==> config.mk <==
export PLATFORM = sky130hd
export DESIGN_NAME = sfc_feature_ctrl
export DESIGN_NICKNAME = d
export VERILOG_FILES = /design/src/hdl/sfc_pkg.sv /design/src/hdl/sfc_feature_ctrl.sv /design/src/hdl/sfc_queue_fill.sv
export SDC_FILE = /design/constraint.sdc
export NUM_CORES = 1
export LEC_CHECK = 0
export BUFFER_PORTS_ARGS = -buffer_cell sky130_fd_sc_hd__buf_2
export CAP_MARGIN = 20
export CORE_MARGIN = 4
export CORE_UTILIZATION = 52
export DETAILED_ROUTE_END_ITERATION = 6
export PLACE_DENSITY = 0.74
export SYNTH_ARGS = -nofsm -noshare
export SYNTH_HDL_FRONTEND = slang
export SYNTH_HIERARCHICAL = 1
export SYNTH_SLANG_ARGS = --single-unit
export TNS_END_PERCENT = 10
==> constraint.sdc <==
create_clock -name pclk -period 3.69 [get_ports pclk]
set_input_delay 0 -clock pclk [delete_from_list [all_inputs] [get_ports pclk]]
set_output_delay 0 -clock pclk [all_outputs]
set_load 0.01 [all_outputs]
==> src/hdl/sfc_pkg.sv <==
// package: register map, feature codes, states and defaults of the feature-control block
package sfc_pkg;
   // apb register byte offsets
   localparam logic [7:0]  ADDR_CMD       = 8'h00;
   localparam logic [7:0]  ADDR_VALUE     = 8'h04;
   localparam logic [7:0]  ADDR_STATUS    = 8'h08;
   localparam logic [7:0]  ADDR_SETFEAT   = 8'h0C;
   localparam logic [7:0]  ADDR_IDW85     = 8'h10;
   localparam logic [7:0]  ADDR_INTERVAL  = 8'h14;
   localparam logic [7:0]  ADDR_TEMP      = 8'h18;
   localparam logic [7:0]  ADDR_QIDX      = 8'h1C;
   localparam logic [7:0]  ADDR_QDATA     = 8'h20;
   localparam logic [7:0]  ADDR_LIMITS    = 8'h24;
   localparam logic [7:0]  ADDR_SAMPLE    = 8'h28;
   // feature codes
   localparam logic [15:0] FC_WCACHE      = 16'h0001;
   localparam logic [15:0] FC_REORDER     = 16'h0002;
   localparam logic [15:0] FC_INTERVAL    = 16'h0003;
   // write-cache policy states
   localparam logic [15:0] WC_BY_SETFEAT  = 16'h0001;
   localparam logic [15:0] WC_FORCE_ON    = 16'h0002;
   localparam logic [15:0] WC_FORCE_OFF   = 16'h0003;
   // reordering states
   localparam logic [15:0] RO_ENABLE      = 16'h0001;
   localparam logic [15:0] RO_DISABLE     = 16'h0002;
   // defaults and markers
   localparam logic [15:0] INTERVAL_DEF   = 16'h0001;
   localparam logic [15:0] INTERVAL_BAD   = 16'h0000;
   localparam logic [7:0]  TEMP_INVALID   = 8'h80;
   localparam int          QUEUE_DEPTH    = 128;
   localparam int          W85_WCACHE_BIT = 5;
   // status bit positions
   localparam int          ST_BUSY        = 0;
   localparam int          ST_DONE        = 1;
   localparam int          ST_ERR         = 2;
   localparam int          ST_WCACHE      = 3;
   localparam int          ST_REORDER     = 4;
   // command register bits, then limit and sampling defaults
   localparam int          CMD_GO         = 16;
   localparam logic [31:0] LIMITS_DEF     = 32'h8080_8080;
   localparam logic [15:0] SAMPLE_DEF     = 16'h0001;
endpackage

==> src/hdl/sfc_feature_ctrl.sv <==
// feature-control state settings: write cache policy, reordering, log interval
// Summary of operation
// - write-cache policy code 1: state 1 by set-features, 2 force on, 3 force off.
// - under forced policy, set-features cache requests complete ok but change nothing.
// - identify word 85 bit 5 shows the true write-cache state.
// - policy resets to state 1.
// - reordering code 2: state 1 enables, 2 disables, default 1.
// - reordering state 2 completes without error, reordering stays on.
// - code 3 sets interval in minutes; 0001h-FFFFh valid, zero invalid.
// - new interval resets queue: index zero, entry 0 current temp, rest 80h.
// - queue reset keeps sampling period and the four temperature limits.
// - interval defaults to one minute.
// - the history queue has 128 locations.
// - temperatures are signed bytes; 80h marks invalid entries.
//
// The APB interface to the registers and the register offsets were chosen for this implementation.
`timescale 1ns/1ns
module sfc_feature_ctrl
   import sfc_pkg::*;
#(
   parameter int DEPTH = QUEUE_DEPTH
)(
   input  wire logic        pclk,
   input  wire logic        presetn,
   input  wire logic        psel,
   input  wire logic        penable,
   input  wire logic        pwrite,
   input  wire logic [7:0]  paddr,
   input  wire logic [31:0] pwdata,
   output logic [31:0]      prdata,
   output logic             pready,
   output logic             pslverr,
   output logic             wcache_en,
   output logic             reorder_en
);
   localparam int AW = $clog2(DEPTH);
   if (DEPTH != QUEUE_DEPTH) begin
      $error("queue depth must be 128");
   end

   typedef enum logic [1:0] {SFC_IDLE, SFC_FILL, SFC_DONE} sfc_state_t;

   ////////////////////////////////////////////////////////////////////////
   // bus decode
   wire logic setup = psel && !penable;
   wire logic acc   = psel && penable;
   wire logic wr    = acc && pwrite && pready;
   wire logic rd    = setup && !pwrite;
   wire logic known = (paddr[1:0] == 2'b00) && (paddr <= ADDR_SAMPLE);
   wire logic ro    = (paddr == ADDR_STATUS) || (paddr == ADDR_IDW85)
                   || (paddr == ADDR_INTERVAL) || (paddr == ADDR_QDATA);

   sfc_state_t  st_q;
   logic [15:0] cmd_code_q;
   logic [15:0] value_q;
   logic [15:0] wc_policy_q;
   logic        setfeat_wc_q;
   logic [15:0] interval_q;
   logic [7:0]  temp_q;
   logic [AW-1:0] qidx_q;
   logic [31:0] limits_q;
   logic [15:0] sample_q;
   logic        done_q;
   logic        err_q;
   logic        q_busy;
   logic [7:0]  q_rd;
   logic        q_start;

   ////////////////////////////////////////////////////////////////////////
   // command check
   function automatic logic state_ok(input logic [15:0] code,
                                     input logic [15:0] val);
      unique case (code)
         FC_WCACHE:   state_ok = (val >= WC_BY_SETFEAT)
                              && (val <= WC_FORCE_OFF);
         FC_REORDER:  state_ok = (val == RO_ENABLE) || (val == RO_DISABLE);
         FC_INTERVAL: state_ok = (val != INTERVAL_BAD);
         default:     state_ok = 1'b0;
      endcase
   endfunction

   wire logic go     = wr && (paddr == ADDR_CMD) && pwdata[CMD_GO]
                    && (st_q == SFC_IDLE || st_q == SFC_DONE);
   wire logic cmd_ok = state_ok(pwdata[15:0], value_q);
   assign q_start    = go && cmd_ok && (pwdata[15:0] == FC_INTERVAL);

   // effective cache state: policy overrides the set-features choice
   wire logic wc_eff = (wc_policy_q == WC_FORCE_ON)  ? 1'b1 :
                       (wc_policy_q == WC_FORCE_OFF) ? 1'b0 :
                       setfeat_wc_q;

   ////////////////////////////////////////////////////////////////////////
   // command state and settings
   always_ff @(posedge pclk or negedge presetn) begin
      if (!presetn) begin
         st_q       <= SFC_IDLE;
         cmd_code_q <= 16'h0000;
         done_q     <= 1'b0;
         err_q      <= 1'b0;
      end else begin
         unique case (st_q)
            SFC_IDLE, SFC_DONE: begin
               if (go) begin
                  cmd_code_q <= pwdata[15:0];
                  err_q      <= !cmd_ok;
                  done_q     <= !q_start;
                  st_q       <= q_start ? SFC_FILL : SFC_DONE;
               end
            end
            SFC_FILL: begin
               if (!q_busy && !q_start) begin
                  done_q <= 1'b1;
                  st_q   <= SFC_DONE;
               end
            end
         endcase
      end
   end

   always_ff @(posedge pclk or negedge presetn) begin
      if (!presetn) begin
         wc_policy_q  <= WC_BY_SETFEAT;
         interval_q   <= INTERVAL_DEF;
         value_q      <= 16'h0000;
         setfeat_wc_q <= 1'b0;
         temp_q       <= TEMP_INVALID;
         limits_q     <= LIMITS_DEF;
         sample_q     <= SAMPLE_DEF;
         qidx_q       <= '0;
      end else begin
         if (wr && paddr == ADDR_VALUE) value_q <= pwdata[15:0];
         // always accepted; only takes effect while the policy allows it
         if (wr && paddr == ADDR_SETFEAT) setfeat_wc_q <= pwdata[0];
         if (wr && paddr == ADDR_TEMP) temp_q <= pwdata[7:0];
         if (wr && paddr == ADDR_QIDX) qidx_q <= pwdata[AW-1:0];
         // limits and period live apart from the queue, so refill spares them
         if (wr && paddr == ADDR_LIMITS) limits_q <= pwdata;
         if (wr && paddr == ADDR_SAMPLE) sample_q <= pwdata[15:0];
         if (go && cmd_ok && pwdata[15:0] == FC_WCACHE)
            wc_policy_q <= value_q;
         if (q_start) begin
            interval_q <= value_q;
            qidx_q     <= '0;
         end
      end
   end

   ////////////////////////////////////////////////////////////////////////
   // queue
   sfc_queue_fill #(.DEPTH(DEPTH)) u_queue (
      .pclk     (pclk),
      .presetn  (presetn),
      .start    (q_start),
      .cur_temp (temp_q),
      .rd_idx   (qidx_q),
      .rd_data  (q_rd),
      .busy     (q_busy)
   );

   ////////////////////////////////////////////////////////////////////////
   // read mux
   wire logic [31:0] status = {27'h0, 1'b1, wc_eff, err_q, done_q,
                               (st_q == SFC_FILL)};
   logic [31:0] rmux;
   always_comb begin
      unique case (paddr)
         ADDR_CMD:      rmux = {16'h0, cmd_code_q};
         ADDR_VALUE:    rmux = {16'h0, value_q};
         ADDR_STATUS:   rmux = status;
         ADDR_SETFEAT:  rmux = {31'h0, setfeat_wc_q};
         ADDR_IDW85:    rmux = 32'(wc_eff) << W85_WCACHE_BIT;
         ADDR_INTERVAL: rmux = {16'h0, interval_q};
         ADDR_TEMP:     rmux = {24'h0, temp_q};
         ADDR_QIDX:     rmux = 32'(qidx_q);
         ADDR_QDATA:    rmux = {24'h0, q_rd};
         ADDR_LIMITS:   rmux = limits_q;
         ADDR_SAMPLE:   rmux = {16'h0, sample_q};
         default:       rmux = 32'h0000_0000;
      endcase
   end

   // no wait state: read data registered at setup, ready in the first access cycle
   always_ff @(posedge pclk or negedge presetn) begin
      if (!presetn) begin
         prdata     <= 32'h0000_0000;
         pready     <= 1'b0;
         pslverr    <= 1'b0;
         wcache_en  <= 1'b0;
         reorder_en <= 1'b1;
      end else begin
         pready     <= setup;
         pslverr    <= setup && (!known || (pwrite && ro));
         if (rd) prdata <= rmux;
         wcache_en  <= wc_eff;
         // disable request is accepted without error and ignored
         reorder_en <= 1'b1;
      end
   end

   ////////////////////////////////////////////////////////////////////////
   // checks
   property p_policy_default;
      @(posedge pclk) $rose(presetn) |-> wc_policy_q == WC_BY_SETFEAT;
   endproperty
   a_policy_default: assert property (p_policy_default)
      else $error("policy not default after reset");

   property p_force_on;
      @(posedge pclk) disable iff (!presetn)
      wc_policy_q == WC_FORCE_ON |=> wcache_en;
   endproperty
   a_force_on: assert property (p_force_on)
      else $error("forced cache on not honoured");

   property p_force_off;
      @(posedge pclk) disable iff (!presetn)
      (wc_policy_q == WC_FORCE_OFF) [*2] |-> !wcache_en;
   endproperty
   a_force_off: assert property (p_force_off)
      else $error("forced cache off not honoured");

   property p_reorder_on;
      @(posedge pclk) disable iff (!presetn) ##1 reorder_en;
   endproperty
   a_reorder_on: assert property (p_reorder_on)
      else $error("reordering turned off");

   property p_zero_err;
      @(posedge pclk) disable iff (!presetn)
      go && pwdata[15:0] == FC_INTERVAL && value_q == INTERVAL_BAD
      |=> err_q && $stable(interval_q);
   endproperty
   a_zero_err: assert property (p_zero_err)
      else $error("zero interval accepted");

   property p_reserved_err;
      @(posedge pclk) disable iff (!presetn)
      go && pwdata[15:0] > FC_INTERVAL |=> err_q && done_q;
   endproperty
   a_reserved_err: assert property (p_reserved_err)
      else $error("reserved code not rejected");

   property p_fill_done;
      @(posedge pclk) disable iff (!presetn)
      q_start |=> st_q == SFC_FILL ##[128:130] done_q;
   endproperty
   a_fill_done: assert property (p_fill_done)
      else $error("queue fill length wrong");

   property p_keep_limits;
      @(posedge pclk) disable iff (!presetn)
      q_start |=> $stable(limits_q) && $stable(sample_q) && qidx_q == '0;
   endproperty
   a_keep_limits: assert property (p_keep_limits)
      else $error("queue reset disturbed limits");

   property p_follow_setfeat;
      @(posedge pclk) disable iff (!presetn)
      wc_policy_q == WC_BY_SETFEAT |=> wcache_en == $past(setfeat_wc_q);
   endproperty
   a_follow_setfeat: assert property (p_follow_setfeat)
      else $error("cache state does not follow set-features");

   property p_setfeat_ignored;
      @(posedge pclk) disable iff (!presetn)
      wc_policy_q != WC_BY_SETFEAT && $stable(wc_policy_q)
      && $changed(setfeat_wc_q) |-> $stable(wc_eff);
   endproperty
   a_setfeat_ignored: assert property (p_setfeat_ignored)
      else $error("set-features changed a forced cache state");

   property p_idw85_read;
      @(posedge pclk) disable iff (!presetn)
      rd && paddr == ADDR_IDW85 |=> prdata[W85_WCACHE_BIT] == wcache_en;
   endproperty
   a_idw85_read: assert property (p_idw85_read)
      else $error("identify bit differs from cache state");

   property p_interval_default;
      @(posedge pclk) $rose(presetn) |-> interval_q == INTERVAL_DEF;
   endproperty
   a_interval_default: assert property (p_interval_default)
      else $error("interval not default after reset");

   property p_reorder_ok;
      @(posedge pclk) disable iff (!presetn)
      go && pwdata[15:0] == FC_REORDER && value_q == RO_DISABLE
      |=> !err_q && done_q && reorder_en;
   endproperty
   a_reorder_ok: assert property (p_reorder_ok)
      else $error("reorder disable answered with error");

   property p_bad_keeps;
      @(posedge pclk) disable iff (!presetn)
      go && !cmd_ok |=> $stable(wc_policy_q) && $stable(interval_q);
   endproperty
   a_bad_keeps: assert property (p_bad_keeps)
      else $error("rejected command changed a setting");

   property p_interval_set;
      @(posedge pclk) disable iff (!presetn)
      q_start |=> interval_q == $past(value_q) && interval_q != INTERVAL_BAD;
   endproperty
   a_interval_set: assert property (p_interval_set)
      else $error("interval not taken from the command value");

   property p_ro_refused;
      @(posedge pclk) disable iff (!presetn)
      setup && pwrite && ro |=> pready && pslverr;
   endproperty
   a_ro_refused: assert property (p_ro_refused)
      else $error("write to read-only register not refused");
endmodule

==> src/hdl/sfc_queue_fill.sv <==
// temperature history queue with its reset walker
`timescale 1ns/1ns
module sfc_queue_fill
   import sfc_pkg::*;
#(
   parameter int DEPTH = QUEUE_DEPTH
)(
   input  wire logic                     pclk,
   input  wire logic                     presetn,
   input  wire logic                     start,
   input  wire logic [7:0]               cur_temp,
   input  wire logic [$clog2(DEPTH)-1:0] rd_idx,
   output logic [7:0]                    rd_data,
   output logic                          busy
);
   localparam int AW = $clog2(DEPTH);
   if (DEPTH < 2 || (1 << AW) != DEPTH) begin
      $error("depth must be power of 2");
   end

   logic [7:0]    mem_q [DEPTH];
   logic [AW-1:0] ptr_q;
   logic          busy_q;
   wire  logic    last = (ptr_q == AW'(DEPTH - 1));

   // first location gets current temperature, the rest the invalid mark
   wire  logic [7:0] fill = (ptr_q == '0) ? cur_temp : TEMP_INVALID;

   always_ff @(posedge pclk or negedge presetn) begin
      if (!presetn) begin
         busy_q <= 1'b0;
         ptr_q  <= '0;
      end else if (start) begin
         busy_q <= 1'b1;
         ptr_q  <= '0;
      end else if (busy_q) begin
         busy_q <= !last;
         ptr_q  <= ptr_q + AW'(1);
      end
   end

   // no reset on the array: it is walked fully before anything trusts it
   always_ff @(posedge pclk) begin
      if (busy_q) begin
         mem_q[ptr_q] <= fill;
      end
   end

   always_ff @(posedge pclk or negedge presetn) begin
      if (!presetn) begin
         rd_data <= 8'h00;
      end else begin
         rd_data <= mem_q[rd_idx];
      end
   end

   assign busy = busy_q;
endmodule
==> results.yml, run 1 <==
clock_network:
  ctsLongestPathBuffers: 3
  clk_pin_slew_ns: 0.06
  h-tree-depth: 3
  cts_buffers: 116
  clk_latency_ns: 0.70
  holdBufCountCts: 47
  post_cts_buffers: 0
  cts_tree: "built"
  numClockSinks: 1207
  cts_root_buf: "clkbuf_16"
  post_cts_resized: 0
routing:
  first_pass_iters: 6
  avgRoutedWirePerCell_um: 29.1
  ant_nets: 0
  drt_iter0_markers: 2923
  wl_mm: 110
  viasPerCell: 6.36
  vias: 24100
  drcViolationCount: 0
synth:
  synthTopCellsByCount: "1,024 x edfxtp_1, 337 x mux4_2, 175 x dfrtp_1"
  yosys_warnings: 6
  synthesis.area_um2: 47500
  synth.area.mux_share_pct: 18.8
  netlist.area_leader.share_pct: 64.7
  synthSimpleGateAreaFrac_pct: 3.83
  yosysSeqAreaShare_pct: 74.3
  async_flop_share_pct: 15.2
  synth_xor_area_share_pct: 0.0921
  yosysTopAreaCell: "edfxtp_1"
  synthesis.nets: 2318
  syn_area_per_cell_um2: 20.9
  synthAdderAreaFrac_pct: 0.0526
  synth_compound_area_share_pct: 1.57
  synth.most_common_cell: "edfxtp_1"
  synth_top_family_by_area: "multiplexers"
  synth_seq_cells: 1207
  ys.flop_type: "edfxtp_1"
  yosysUniqueCellTypes: 62
  synth_top_cells_by_area: "edfxtp_1 65%, mux4_2 16%, dfrtp_1 9.2%"
  netlist_instances: 2271
  synth_edf_count: 1024
power_and_ir_drop:
  p_seq_share_pct: 54.7
  p_switching_mw: 5.13
  ir_drop_uv: 371
  p_leak_nw: 15.9
  p_comb_share_pct: 0.9
  swShare_pct: 19.2
  power_mw: 26.7
  power_density_nw_per_um2: 490
  power.internal_mw: 21.6
  p_clk_share_pct: 44.4
placement:
  dp_cells: 3525
  io_buffers: 79
  post-dp-hpwl_mm: 68.8
  place_area_um2: 50200
  place.gp.congestion: 0.867
worst_setup_path:
  reg2reg_from: "qidx_q[2]"
  crit_path_top_delay_cell: "dfrtp_4"
  crit_type: "flop to flop"
  crit_buf_inv: 2
  worstSetupPathDepth: 6
  start_kind: "flop"
  crit_end: "u_queue/rd_data[4]"
  worstPathCellList: "buf_12 > buf_12 > mux4_2 > mux4_2 > mux4_2 > mux2_2"
  critPathArrivalTime_ns: 3.76
  end_kind: "flop"
  regToRegEndpoint: "u_queue/rd_data[4]"
  required_ns: 4.27
  rrSetupSlack_ns: 0.51
  path_common_cell: "mux4_2"
  crit_family: "multiplexers"
  cp_max_fo: 21
  startpoint: "qidx_q[2]"
  cpPeakStageDelay_ns: 0.73
  reg2regPathDepth: 6
run:
  maxCapViolations: 0
timing:
  max_slew_margin_pct: 26.0
  setup-tns-final_ns: 0
  setup_violations: 0
  slew_violations: 0
  holdWs_ns: 0.0848
  rsz0062_at_grt: "false"
  fin_crit_sh_pct: 86.1
  fin_worst_skew_ns: 0.0316
  min_period_ns: 3.18
  worstMarginPinSlew_ns: 1.11
  hold_viol: 0
  fmax_mhz: 315
final_layout:
  fin_nets: 2562
  instances_no_fill: 3792
  design_area_um2: 54500
  area_delta_synth_final_pct: 14.7
  final_layout_size_suffix_gt1_share_pct: 32.2
  fillerInstances: 6050
global_route:
  antenna_found_initial: 9
  grt.total_usage_pct: 23.3
  overflow: 0
  grt_pass1_vias: 24700
  grt_max_degree: 129
  grt_pass1_wl_mm: 165
outcome:
  outcome: "finished, final reports clean"
die:
  coreArea_um2: 90300
  ios: 81
  initial_core_util_pct: 52.7
  fp.dieArea_um2: 96300
  fp.dieH_um: 310
  rows: 110
  fp.dieW_um: 310
hold_path:
  hp-class: "input port to flop"
  whs_path_depth: 3
-- cell families after synthesis --
| kind of cell | count (synthesis) |
|---|---|
| flip-flops | 1207 |
| multiplexers | 460 |
| AND/OR/NAND/NOR | 366 |
| buffers and inverters | 131 |
| AO/OA/AOI/OAI | 99 |
| XOR/XNOR | 5 |
| adder cells (fa/ha/maj) | 2 |
| other | 1 |
-- state kept, by name (all words and copies together) (netlist names) --
name / flops
err_q: 1
interval_q: 16
qidx_q: 7
wcache_en: 1
u_queue/ptr_q: 7
setfeat_wc_q: 1
limits_q: 32
done_q: 1
cmd_code_q: 16
u_queue/mem_q: 1024
value_q: 16
wc_policy_q: 16
temp_q: 8
prdata: 32
u_queue/busy: 1
st_q: 2
sample_q: 16
pslverr: 1
u_queue/rd_data: 8
pready: 1
-- per-layer routing --
layer	vias up	track usage, %	part of all wire, %
met4	10	6.85	2.3
li1	9839	-	-
met3	182	5.02	9.3
met1	12800	32.2	38
met2	1296	38.2	50
met5	-	0	0.062
-- power by group through the flow --
stage / registers (mW) / logic, mW / clock network, mW
after detailed placement: 14.9 / 0.200 / 0
final: 14.6 / 0.242 / 11.9
after global routing: 14.6 / 0.261 / 12.7
after floorplan: 14.9 / 0.0813 / 0
after CTS: 14.6 / 0.242 / 12.0
after global placement: 14.9 / 0.196 / 0
-- tightest hold or removal path, stage by stage --
cell           delay [ns]
dlygate4sd3_1        0.52
buf_2                0.10
mux2_2               0.13
-- worst min-delay path by stage --
stage / endpoint / slack [ns] / from
floorplan: cmd_code_q[0] / -0.30 / presetn
global placement: wc_policy_q[5] / 0.17 / presetn
detailed placement: wc_policy_q[4] / 0.19 / presetn
CTS: prdata[3] / 0.04 / paddr[5]
global route: limits_q[30] / 0.09 / pwdata[30]
finish: limits_q[30] / 0.08 / pwdata[30]
-- cell usage in the layout, fill, tap and decap left out, drive strengths merged, types with 24 or more instances in the layout --
cell type	instances
clkinv	48
dfrtp	175
clkbuf	148
buf	206
nor2	150
and2	24
edfxtp	1024
dlygate4sd3	46
nand2	88
mux4	337
mux2	104
-- cell type report --
class / instances / area, um^2 / share of cell area, %
sequential: 1207 / 35400 / 64.8
multi-input combinational: 933 / 11600 / 21.3
clock buffer: 147 / 3130 / 5.74
timing repair buffer: 253 / 2230 / 4.10
tap: 1176 / 1470 / 2.70
clock inverter: 69 / 694 / 1.27
inverter: 4 / 15.0 / 0.0275
antenna: 3 / 7.51 / 0.0138
-- metrics by stage --
step | setup slack (ns) | util, %
CTS | 0.528 | 60.4
global route | 0.504 | 60.4
floorplan | 0.0586 | -
global placement | 0.549 | 55.6
finish | 0.514 | 60.4
detailed placement | 0.536 | 55.6
No activity file was read; power rests on OpenSTA's default activity.
==> inputs of run 2 (changes only) <==
CORE_UTILIZATION = 56   (was 52)
PLACE_DENSITY = 0.78   (was 0.74)
==> run 2 against run 1 <==
Against the previous run:
- global-route usage is 2.7 points higher
- critical path depth stayed put
- clock power hardly changed
- setup slack worse by 0.24 ns
- utilization is 4.6 points higher
- via count is 2.1% higher
- critical endpoint unchanged
- highest routed layer unchanged
==> results.yml, run 2 (synthesized netlist as in run 1, its figures left out) <==
outcome:
  outcome: "finished, final reports clean"
timing:
  max_slew_margin_pct: 27.4
  min_period_ns: 3.42
  setup-tns-final_ns: 0
  holdWs_ns: 0.0979
  hold_viol: 0
  fmax_mhz: 293
  fin_crit_sh_pct: 92.6
  setup_violations: 0
  fin_worst_skew_ns: 0.0305
  worstMarginPinSlew_ns: 1.08
  slew_violations: 0
  rsz0062_at_grt: "false"
clock_network:
  cts_root_buf: "clkbuf_16"
  post_cts_buffers: 0
  numClockSinks: 1207
  clk_latency_ns: 0.69
  h-tree-depth: 3
  cts_buffers: 115
  post_cts_resized: 0
  cts_tree: "built"
  holdBufCountCts: 46
  clk_pin_slew_ns: 0.06
  ctsLongestPathBuffers: 3
final_layout:
  antennaDiodeCount: 0
  largest_reg_flops: 1024
  final_cell_mix: "1,024 x edfxtp_1, 337 x mux4_2, 171 x dfrtp_1"
  area_delta_synth_final_pct: 14.8
  regMostFlops: "u_queue/mem_q"
  reg_top3: "u_queue/mem_q x1024, limits_q x32, prdata x32"
  layout_commonest_cell: "edfxtp_1"
  final_layout_size_suffix_gt1_share_pct: 32.6
  fin_nets: 2574
placement:
  post-dp-hpwl_mm: 70.2
  io_buffers: 79
  place.gp.congestion: 0.884
worst_setup_path:
  end_kind: "flop"
  required_ns: 4.26
  crit_type: "flop to flop"
  critPathArrivalTime_ns: 3.99
  start_kind: "flop"
  cp_max_fo: 25
run:
  maxCapViolations: 0
routing:
  avgRoutedWirePerCell_um: 30.5
  drcViolationCount: 0
  first_pass_iters: 6
  viasPerCell: 6.55
  wl_mm: 115
  vias: 24600
  drt_iter0_markers: 3586
  ant_nets: 0
power_and_ir_drop:
  power_density_nw_per_um2: 490
  ir_drop_uv: 392
  p_leak_nw: 16.0
die:
  ios: 81
  fp.dieArea_um2: 89600
  rows: 106
  initial_core_util_pct: 56.6
  fp.dieW_um: 299
  coreArea_um2: 84000
  fp.dieH_um: 299
hold_path:
  hp-class: "input port to flop"
global_route:
  antenna_found_initial: 2
  grt_max_degree: 129
  grt.total_usage_pct: 26.0
  overflow: 0
  grt_pass1_vias: 25200
  grt_pass1_wl_mm: 172
run 2: area by class of cell:
class                   instances  area (um^2)
flip-flops and latches       1207        35400
fillers                      5174        29400
multi-input cells             933        11600
clock buffers                 163         3200
repair buffers                266         2320
well taps                    1134         1420
clock inverters                51          634
inverters                       4         15.0
run 2: where the power goes:
part | internal (mW) | leakage (nW) | total (mW) | switching [mW]
registers | 14.6 | 10.2 | 14.6 | 0.00674
logic | 0.0908 | 3.95 | 0.237 | 0.146
clock network | 6.95 | 1.87 | 11.9 | 4.94
total | 21.6 | 16.0 | 26.7 | 5.10
run 2: per-stage QoR:
stage | utilization [%] | setup slack, ns | cell area (um^2) | cells | power (mW)
floorplan | - | 0.0586 | 47500 | 2271 | 15.0
global placement | 59.9 | 0.305 | 50300 | 3497 | 15.1
detailed placement | 59.9 | 0.318 | 50300 | 3497 | 15.1
CTS | 65.0 | 0.256 | 54600 | 3757 | 26.9
global route | 65.0 | 0.186 | 54600 | 3758 | 27.6
finish | 65.0 | 0.274 | 54600 | 3758 | 26.7
run 2: path summary, 6_finish.rpt:
check	slack, ns	end	cells after the start	from
worst max register to register	0.27	u_queue/rd_data[4]	6	qidx_q[0]
min in group asynchronous	0.51	wc_policy_q[14]	3	presetn
worst max-delay path	0.27	u_queue/rd_data[4]	6	qidx_q[0]
worst min register to register	0.47	prdata[12]	1	prdata[12]
worst min-delay path	0.1	limits_q[28]	3	pwdata[28]
max in group asynchronous	2.02	wc_policy_q[9]	4	presetn
run 2: worst max-delay path, stage by stage, from the launching register on:
cell     delay, ns
dfrtp_4       0.80
buf_12        0.25
buf_4         0.28
mux4_2        0.58
mux4_2        0.56
mux4_2        0.52
mux2_2        0.29
run 2: layer usage:
layer / vias up / routed length, um / global-route usage (%)
met1: 12900 / 41900 / 36.8
met3: 250 / 12400 / 5.37
met5: - / 10 / 0
met2: 1601 / 56800 / 41.8
li1: 9840 / - / -
met4: 2 / 3700 / 8.13
